`src/verilog/msc_consts.svh`:
```
// Register map, field positions and reset values of the measurement timer
// What this block does
// - 4-bit code picks counting clock source
// - Only oscillator clock codes run in sleep
// - Window codes 0-8: pin, oscillators, timers
// - Window codes 9-23: PWM, comparators, cells
// - Signal codes 0-6: pin, timers, capture
// - Signal codes 7-20: PWM, oscillator, comparators
// - 24-bit counter, read/write, reset clears
// - Counter reached through three byte views
// - Capture event copies counter into period
// - Captured period kept across every reset
// - Captured period read through byte views
// - Fixed register indices for each register
// - Period load raises the acquired flag
// - Manual update copies, then self-clears
// - Count edge chosen by clock polarity bit
// - Window polarity picks active window edge
`ifndef MSC_CONSTS_SVH
`define MSC_CONSTS_SVH
// ==========================================================
// Register indices, byte address is four times the index
`define MSC_IDX_CNT_L 16'h0300
`define MSC_IDX_CNT_H 16'h0301
`define MSC_IDX_CNT_U 16'h0302
`define MSC_IDX_PER_L 16'h0303
`define MSC_IDX_PER_H 16'h0304
`define MSC_IDX_PER_U 16'h0305
`define MSC_IDX_CTRL 16'h030C
`define MSC_IDX_STAT 16'h030E
`define MSC_IDX_CLK 16'h030F
`define MSC_IDX_SIG 16'h0310
`define MSC_IDX_WIN 16'h0311
`define MSC_IDX_FLAG 16'h0312
// ==========================================================
// Field positions
`define MSC_CTRL_EN 7
`define MSC_CTRL_WIN_POLARITY 4
`define MSC_CTRL_SPOL 3
`define MSC_CTRL_COUNT_EDGE 2
`define MSC_CTRL_GATE 0
`define MSC_STAT_UPD 7
`define MSC_FLAG_PRA 0
// ==========================================================
// Reset values and selector limits
`define MSC_RST_CNT 24'h00_0000
`define MSC_RST_BYTE 8'h00
`define MSC_CLK_LAST 4'h8
`define MSC_CLK_SLP_LO 4'h2
`define MSC_CLK_SLP_HI 4'h7
`define MSC_WIN_LAST 5'h17
`define MSC_WIN_SLP_LO 5'h01
`define MSC_WIN_SLP_HI 5'h04
`define MSC_SIG_LAST 5'h14
`endif

```
`src/verilog/msc_pkg.sv`:
```
// Types shared by the measurement timer files
package msc_pkg;
	typedef logic [23:0] msc_count_t;
	typedef logic [3:0] msc_clk_code_t;
	typedef logic [4:0] msc_sel_code_t;
	typedef enum logic [1:0] {
		MSC_RESP_OKAY = 2'b00,
		MSC_RESP_SLVERR = 2'b10
	} msc_resp_t;
endpackage

```
`src/verilog/msc_src_sel.sv`:
```
// Source selectors for counting clock, window and signal inputs
`timescale 1ns/10ps
`default_nettype none
`include "msc_consts.svh"
module msc_src_sel (
	input wire msc_pkg::msc_clk_code_t i_clk_code,
	input wire msc_pkg::msc_sel_code_t i_win_code,
	input wire msc_pkg::msc_sel_code_t i_sig_code,
	input wire logic i_sleep,
	input wire logic [8:0] i_clk_srcs,
	input wire logic [23:0] i_win_srcs,
	input wire logic [20:0] i_sig_srcs,
	output logic o_clk,
	output logic o_win,
	output logic o_sig
);
	// Clock: 0 instr, 1 sys, 2 hf, 3 lf, 4 500k, 5 32k, 6 sec, 7 ext, 8 ref
	wire clk_ok = (i_clk_code <= `MSC_CLK_LAST);
	wire clk_slp = (i_clk_code >= `MSC_CLK_SLP_LO) &&
		(i_clk_code <= `MSC_CLK_SLP_HI);
	wire clk_raw = clk_ok & i_clk_srcs[i_clk_code];
	assign o_clk = clk_raw & (~i_sleep | clk_slp);

	// Window: 0 pin, 1-4 oscillators, 5 ref, 6-8 timers, 9 capture,
	// 10-15 PWM, 16 osc, 17-18 comparators, 19 zero cross, 20-23 cells
	wire win_ok = (i_win_code <= `MSC_WIN_LAST);
	wire win_slp = (i_win_code >= `MSC_WIN_SLP_LO) &&
		(i_win_code <= `MSC_WIN_SLP_HI);
	wire win_raw = win_ok & i_win_srcs[i_win_code];
	assign o_win = win_raw & (~i_sleep | win_slp);

	// Signal: 0 pin, 1-5 timers, 6 capture, 7-12 PWM, 13 osc,
	// 14-15 comparators, 16 zero cross, 17-20 cells
	wire sig_ok = (i_sig_code <= `MSC_SIG_LAST);
	wire sig_raw = sig_ok & i_sig_srcs[i_sig_code];
	assign o_sig = sig_raw & ~i_sleep;
endmodule // msc_src_sel
`default_nettype wire

```
`src/verilog/msc_top.sv`:
```
// Measurement timer: source selection, 24-bit counter, period capture
`timescale 1ns/10ps
`default_nettype none
`include "msc_consts.svh"
module msc_top (
	input wire logic i_clock,
	input wire logic i_rst,
	input wire logic i_clk_en,
	input wire logic [11:0] i_awaddr,
	input wire logic i_awvalid,
	output logic o_awready,
	input wire logic [31:0] i_wdata,
	input wire logic [3:0] i_wstrb,
	input wire logic i_wvalid,
	output logic o_wready,
	output logic [1:0] o_bresp,
	output logic o_bvalid,
	input wire logic i_bready,
	input wire logic [11:0] i_araddr,
	input wire logic i_arvalid,
	output logic o_arready,
	output logic [31:0] o_rdata,
	output logic [1:0] o_rresp,
	output logic o_rvalid,
	input wire logic i_rready,
	input wire logic i_sleep,
	input wire logic [8:0] i_clk_srcs,
	input wire logic [23:0] i_win_srcs,
	input wire logic [20:0] i_sig_srcs,
	output logic o_period_acquired_flag
);
	// ==========================================================
	// Helpers
	function automatic logic hit(input logic [11:0] a,
		input logic [15:0] idx);
		return a[11:2] == idx[9:0];
	endfunction

	function automatic logic [7:0] upd(input logic we,
		input logic [7:0] wd, input logic [7:0] old);
		return we ? wd : old;
	endfunction

	// ==========================================================
	// State
	msc_pkg::msc_count_t count_value_reg;
	msc_pkg::msc_count_t count_value_next;
	msc_pkg::msc_count_t captured_period_reg;
	logic [7:0] ctrl_reg;
	msc_pkg::msc_clk_code_t clock_source_code_reg;
	msc_pkg::msc_sel_code_t window_source_code_reg;
	msc_pkg::msc_sel_code_t signal_source_code_reg;
	logic manual_period_update_reg;
	logic manual_period_update_next;
	logic period_acquired_flag_reg;
	logic period_acquired_flag_next;
	logic clk_prev_reg;
	logic win_prev_reg;
	logic bvalid_reg;
	msc_pkg::msc_resp_t bresp_reg;
	logic rvalid_reg;
	msc_pkg::msc_resp_t rresp_reg;
	logic [31:0] rdata_reg;
	logic sel_clk;
	logic sel_win;
	logic sel_sig;

	msc_src_sel u_sel (
		.i_clk_code(clock_source_code_reg),
		.i_win_code(window_source_code_reg),
		.i_sig_code(signal_source_code_reg),
		.i_sleep(i_sleep),
		.i_clk_srcs(i_clk_srcs),
		.i_win_srcs(i_win_srcs),
		.i_sig_srcs(i_sig_srcs),
		.o_clk(sel_clk),
		.o_win(sel_win),
		.o_sig(sel_sig)
	);

	// ==========================================================
	// Write channel: address and data taken together
	wire wr_go = i_clk_en & i_awvalid & i_wvalid & ~bvalid_reg;
	assign o_awready = wr_go;
	assign o_wready = wr_go;
	wire wr_lane = wr_go & i_wstrb[0];
	wire [7:0] wd = i_wdata[7:0];
	wire wr_cnt_l = wr_lane & hit(i_awaddr, `MSC_IDX_CNT_L);
	wire wr_cnt_h = wr_lane & hit(i_awaddr, `MSC_IDX_CNT_H);
	wire wr_cnt_u = wr_lane & hit(i_awaddr, `MSC_IDX_CNT_U);
	wire wr_ctrl = wr_lane & hit(i_awaddr, `MSC_IDX_CTRL);
	wire wr_stat = wr_lane & hit(i_awaddr, `MSC_IDX_STAT);
	wire wr_clk = wr_lane & hit(i_awaddr, `MSC_IDX_CLK);
	wire wr_sig = wr_lane & hit(i_awaddr, `MSC_IDX_SIG);
	wire wr_win = wr_lane & hit(i_awaddr, `MSC_IDX_WIN);
	wire wr_flag = wr_lane & hit(i_awaddr, `MSC_IDX_FLAG);
	wire wr_per = hit(i_awaddr, `MSC_IDX_PER_L) |
		hit(i_awaddr, `MSC_IDX_PER_H) | hit(i_awaddr, `MSC_IDX_PER_U);
	wire wr_mapped = hit(i_awaddr, `MSC_IDX_CNT_L) |
		hit(i_awaddr, `MSC_IDX_CNT_H) | hit(i_awaddr, `MSC_IDX_CNT_U) |
		hit(i_awaddr, `MSC_IDX_CTRL) | hit(i_awaddr, `MSC_IDX_STAT) |
		hit(i_awaddr, `MSC_IDX_CLK) | hit(i_awaddr, `MSC_IDX_SIG) |
		hit(i_awaddr, `MSC_IDX_WIN) | hit(i_awaddr, `MSC_IDX_FLAG);
	// Captured period is read only, so a write there is an error
	wire msc_pkg::msc_resp_t wr_resp = (wr_mapped & ~wr_per) ?
		msc_pkg::MSC_RESP_OKAY : msc_pkg::MSC_RESP_SLVERR;

	// ==========================================================
	// Read channel
	wire rd_go = i_clk_en & i_arvalid & ~rvalid_reg;
	assign o_arready = rd_go;
	wire [7:0] stat_byte = {manual_period_update_reg, 3'b000,
		ctrl_reg[`MSC_CTRL_EN], sel_clk, sel_win, sel_sig};
	wire [8:0] rd_sel =
		hit(i_araddr, `MSC_IDX_CNT_L) ? {1'b1, count_value_reg[7:0]} :
		hit(i_araddr, `MSC_IDX_CNT_H) ? {1'b1, count_value_reg[15:8]} :
		hit(i_araddr, `MSC_IDX_CNT_U) ? {1'b1, count_value_reg[23:16]} :
		hit(i_araddr, `MSC_IDX_PER_L) ?
			{1'b1, captured_period_reg[7:0]} :
		hit(i_araddr, `MSC_IDX_PER_H) ?
			{1'b1, captured_period_reg[15:8]} :
		hit(i_araddr, `MSC_IDX_PER_U) ?
			{1'b1, captured_period_reg[23:16]} :
		hit(i_araddr, `MSC_IDX_CTRL) ? {1'b1, ctrl_reg} :
		hit(i_araddr, `MSC_IDX_STAT) ? {1'b1, stat_byte} :
		hit(i_araddr, `MSC_IDX_CLK) ?
			{5'b1_0000, clock_source_code_reg} :
		hit(i_araddr, `MSC_IDX_SIG) ?
			{4'b1_000, signal_source_code_reg} :
		hit(i_araddr, `MSC_IDX_WIN) ?
			{4'b1_000, window_source_code_reg} :
		hit(i_araddr, `MSC_IDX_FLAG) ?
			{8'b1000_0000, period_acquired_flag_reg} :
		9'h000;

	// ==========================================================
	// Counting and capture
	wire cnt_en = ctrl_reg[`MSC_CTRL_EN];
	wire count_edge_polarity = ctrl_reg[`MSC_CTRL_COUNT_EDGE];
	wire window_polarity = ctrl_reg[`MSC_CTRL_WIN_POLARITY];
	wire clk_edge = count_edge_polarity ? (clk_prev_reg & ~sel_clk) :
		(sel_clk & ~clk_prev_reg);
	wire sig_active = sel_sig ^ ctrl_reg[`MSC_CTRL_SPOL];
	wire count_inc = cnt_en & clk_edge &
		(~ctrl_reg[`MSC_CTRL_GATE] | sig_active);
	wire win_edge = window_polarity ? (win_prev_reg & ~sel_win) :
		(sel_win & ~win_prev_reg);
	wire capture = (cnt_en & win_edge) | manual_period_update_reg;
	wire msc_pkg::msc_count_t count_plus =
		count_inc ? 24'(count_value_reg + 24'h00_0001) : count_value_reg;

	// Software byte writes win over the increment in the same cycle
	assign count_value_next = {
		upd(wr_cnt_u, wd, count_plus[23:16]),
		upd(wr_cnt_h, wd, count_plus[15:8]),
		upd(wr_cnt_l, wd, count_plus[7:0])};

	// The request stands one cycle, during which the copy is made
	assign manual_period_update_next = (wr_stat & wd[`MSC_STAT_UPD]) ? 1'b1 :
		1'b0;
	// Hardware set wins over a clear written in the same cycle
	assign period_acquired_flag_next = capture ? 1'b1 :
		(wr_flag & wd[`MSC_FLAG_PRA]) ? 1'b0 :
		period_acquired_flag_reg;

	// ==========================================================
	// Registers
	always_ff @(posedge i_clock or posedge i_rst) begin
		if (i_rst) begin
			count_value_reg <= `MSC_RST_CNT;
			ctrl_reg <= `MSC_RST_BYTE;
			clock_source_code_reg <= 4'h0;
			window_source_code_reg <= 5'h00;
			signal_source_code_reg <= 5'h00;
			manual_period_update_reg <= 1'b0;
			period_acquired_flag_reg <= 1'b0;
			clk_prev_reg <= 1'b0;
			win_prev_reg <= 1'b0;
		end else if (i_clk_en) begin
			count_value_reg <= count_value_next;
			ctrl_reg <= upd(wr_ctrl, wd, ctrl_reg);
			if (wr_clk) begin
				clock_source_code_reg <= wd[3:0];
			end
			if (wr_win) begin
				window_source_code_reg <= wd[4:0];
			end
			if (wr_sig) begin
				signal_source_code_reg <= wd[4:0];
			end
			manual_period_update_reg <= manual_period_update_next;
			period_acquired_flag_reg <= period_acquired_flag_next;
			clk_prev_reg <= sel_clk;
			win_prev_reg <= sel_win;
		end
	end

	// No reset: contents survive every reset
	always_ff @(posedge i_clock) begin
		if (i_clk_en && capture) begin
			captured_period_reg <= count_value_reg;
		end
	end

	always_ff @(posedge i_clock or posedge i_rst) begin
		if (i_rst) begin
			bvalid_reg <= 1'b0;
			bresp_reg <= msc_pkg::MSC_RESP_OKAY;
			rvalid_reg <= 1'b0;
			rresp_reg <= msc_pkg::MSC_RESP_OKAY;
			rdata_reg <= 32'h0000_0000;
		end else if (i_clk_en) begin
			if (wr_go) begin
				bvalid_reg <= 1'b1;
				bresp_reg <= wr_resp;
			end else if (i_bready) begin
				bvalid_reg <= 1'b0;
			end
			if (rd_go) begin
				rvalid_reg <= 1'b1;
				rdata_reg <= {24'h00_0000, rd_sel[7:0]};
				rresp_reg <= rd_sel[8] ? msc_pkg::MSC_RESP_OKAY :
					msc_pkg::MSC_RESP_SLVERR;
			end else if (i_rready) begin
				rvalid_reg <= 1'b0;
			end
		end
	end

	assign o_bvalid = bvalid_reg;
	assign o_bresp = bresp_reg;
	assign o_rvalid = rvalid_reg;
	assign o_rresp = rresp_reg;
	assign o_rdata = rdata_reg;
	assign o_period_acquired_flag = period_acquired_flag_reg;
endmodule // msc_top
`default_nettype wire

```
`config.mk`:
```
export PLATFORM = sky130hd
export DESIGN_NAME = msc_top
export DESIGN_NICKNAME = d
export VERILOG_FILES = /design/src/verilog/msc_pkg.sv /design/src/verilog/msc_src_sel.sv /design/src/verilog/msc_top.sv
export VERILOG_INCLUDE_DIRS = /design/src /design/src/verilog
export SDC_FILE = /design/constraint.sdc
export NUM_CORES = 1
export LEC_CHECK = 0
export BUFFER_PORTS_ARGS = -buffer_cell sky130_fd_sc_hd__buf_2
export CAP_MARGIN = 20
export CORE_AREA = 4 4 90 134
export CTS_BUF_LIST = sky130_fd_sc_hd__clkbuf_4
export DETAILED_ROUTE_END_ITERATION = 16
export DIE_AREA = 0 0 94 138
export PLACE_DENSITY = 0.79
export SYNTH_ARGS = -nofsm -noshare
export SYNTH_HDL_FRONTEND = slang
export SYNTH_HIERARCHICAL = 1
export SYNTH_SLANG_ARGS = --single-unit
```
`constraint.sdc`:
```
create_clock -name i_clock -period 8 [get_ports i_clock]
set_input_delay 2 -clock i_clock [delete_from_list [all_inputs] [get_ports i_clock]]
set_output_delay 2 -clock i_clock [all_outputs]
set_load 0.03 [all_outputs]
```
==> metrics.yaml <==
hold_buffers: 0
worstMarginPinSlew_ns: 0.948
swShare_pct: 31.3
h-tree-depth: 3
antenna_found_initial: 0
status: "complete, no violations"
grt_pass1_vias: 5199
synthMuxAreaShare_pct: 12.7
cts-resized-gates: 0
routed_wl_um: 16900
avgSynthCellArea_um2: 9.75
layout_common_cells: "108 x buf_2, 62 x dfrtp_1, 39 x nand2_1"
endpoint_kind: "primary output"
synthDistinctLibCells: 80
period_share_pct: 69.1
crit_slowest_cell: "buf_2"
power_leakage_nw: 2.64
critPathArrivalTime_ns: 3.53
finalCriticalPeriod_ns: 5.53
fmax_mhz: 181
yosys_warnings: 6
p_int_mw: 0.612
start_kind: "input port"
whs_ns: 0.493
synth_xor_area_share_pct: 0.300
drt-wirelength-per-cell_um: 20.4
finalClockSkew_ns: 0.0254
vdd_ir_drop_max_v: 0.0000723
placed_area_mm2: 0.00627
drtIter0Drc: 539
synth-seq-cells: 86
vias: 5410
crit_chain: "buf_2 -> nand2_1 -> or2_2 -> clkinv_1 -> buf_2"
max_stage_delay_ns: 0.51
drt_first_pass_iters: 5
utilization_pct: 58.6
cts_made_buffers: 9
clkPwrFrac_pct: 28.9
post_cts_buffers: 0
power.total_mw: 0.890
clock_latency_ns: 0.45
p_sw_mw: 0.279
dp_hpwl_um: 12500
cellPowerDensity_mw_per_mm2: 139
n_antenna_cell: 0
fp.dieW_um: 94
coreArea_mm2: 0.0109
initial_core_util_pct: 53.3
avgViaCountPerCell: 6.52
final_area_mm2: 0.00641
synthCells: 598
fp-row-count: 47
clock-sinks: 86
gp_congestion: 0.926
yosys.area_share.simple_pct: 19.5
nFillCells: 974
drc: 0
hp-class: "register to register"
synth_ff_type: "dfrtp_1"
grt_pass1_wl_um: 26900
die_area_mm2: 0.0130
io_pins: 165
port_buffers: 107
slew_viol_final: 0
clock_path_buffers: 2
layout_commonest_cell: "buf_2"
grt-ovfl-total: 0
drive_gt1_share_pct: 26.5
setup_viol: 0
cts_tree: "built"
synth_edf_count: 24
required_ns: 6.00
cts_root_buffer: "clkbuf_4"
slew_headroom_pct: 36.5
syn_area_mm2: 0.00583
area_growth_pct: 10.0
cpMostUsedCell: "buf_2"
nets: 802
clk_pin_slew_worst_paths_ns: 0.16
async_flop_share_pct: 72.1
max_cap_violations: 0
cp_max_fo: 32
fp.dieH_um: 138
final_hold_viol_count: 0
track_usage_pct: 26.2
path_class: "input port to primary output"
tns_ns: 0
synthAdderAreaFrac_pct: 0.215
yosysSeqAreaShare_pct: 39.0
synth_top_family_by_area: "compound AO/OA/AOI/OAI gates"
synth-compound-area-share_pct: 20.1
share_comb_of_total_power_pct: 18.3
pwr-share-seq_pct: 52.8
grt_max_degree: 63
rsz0062_at_grt: "false"
antenna_left: 0
==> path summary, 6_finish.rpt <==
| check | cells after the start | endpoint | startpoint | slack (ns) |
|---|---|---|---|---|
| hold reg to reg | 2 | o_rdata[5]$_DFFE_PP0P_ | o_rdata[5]$_DFFE_PP0P_ | 0.49 |
| min in group asynchronous | 3 | clock_source_code_reg[2]$_DFFE_PP0P_ | i_rst | 1.77 |
| max in group asynchronous | 3 | o_rdata[2]$_DFFE_PP0P_ | i_rst | 5.67 |
| setup reg to reg | 9 | count_value_reg[13]$_DFFE_PP0P_ | signal_source_code_reg[1]$_DFFE_PP0P_ | 4.55 |
| setup / recovery | 5 | o_arready | i_clk_en | 2.47 |
| hold / removal | 2 | o_rdata[5]$_DFFE_PP0P_ | o_rdata[5]$_DFFE_PP0P_ | 0.49 |
==> Yosys cell counts (16+ instances only) <==
master / n / share of area (%)
mux2i_1: 19 / 3.3
inv_1: 16 / 1.0
nand4_1: 21 / 2.3
nor2_1: 29 / 1.9
nand3_1: 25 / 2.1
a21oi_1: 32 / 2.7
o21ai_0: 36 / 3.1
dfrtp_1: 62 / 27
nand2_1: 39 / 2.5
buf_4: 28 / 3.6
clkbuf_1: 17 / 1.1
edfxtp_1: 24 / 12
mux2_2: 29 / 5.6
==> cell families after synthesis <==
| family | after synthesis |
|---|---|
| multiplexers | 58 |
| XOR/XNOR | 2 |
| other | 1 |
| AND/OR/NAND/NOR | 193 |
| buffers and inverters | 85 |
| AO/OA/AOI/OAI | 172 |
| adder cells (fa/ha/maj) | 1 |
| flip-flops | 86 |
==> metrics by stage <==
stage	setup WS, ns	instances
after floorplan	3.31	623
after global placement	2.52	812
after detailed placement	2.47	813
after CTS	2.47	829
after global routing	2.39	830
final	2.47	830
==> final cells by class <==
cell class	instances	area [um2]	area share, %
multi-input cells	452	3180	49.5
flip-flops and latches	86	2270	35.4
repair buffers	112	578	9.01
well taps	147	184	2.87
clock inverters	7	72.6	1.13
clock buffers	9	67.6	1.05
inverters	17	63.8	0.995
==> power groups by stage <==
stage / sequential, mW / clock [mW] / combinational, mW
after floorplan: 0.502 / 0 / 0.0894
after global placement: 0.479 / 0 / 0.158
after detailed placement: 0.479 / 0 / 0.162
after CTS: 0.470 / 0.256 / 0.162
after global routing: 0.472 / 0.281 / 0.176
final: 0.470 / 0.257 / 0.163
==> routing by layer <==
layer | up-vias | global-route usage (%) | share of wire, %
li1 | 2433 | - | -
met1 | 2590 | 33.1 | 37
met2 | 321 | 42.3 | 50
met3 | 66 | 4.35 | 7.6
met4 | 0 | 14.4 | 5.4
met5 | - | 0 | 0
==> worst max-delay path, delay by kind of cell <==
kind / cells / cell delay [ns]
buffers and inverters: 3 / 0.95
AND/OR/NAND/NOR: 2 / 0.57
Note: power is estimated with default switching activity, not from simulation.
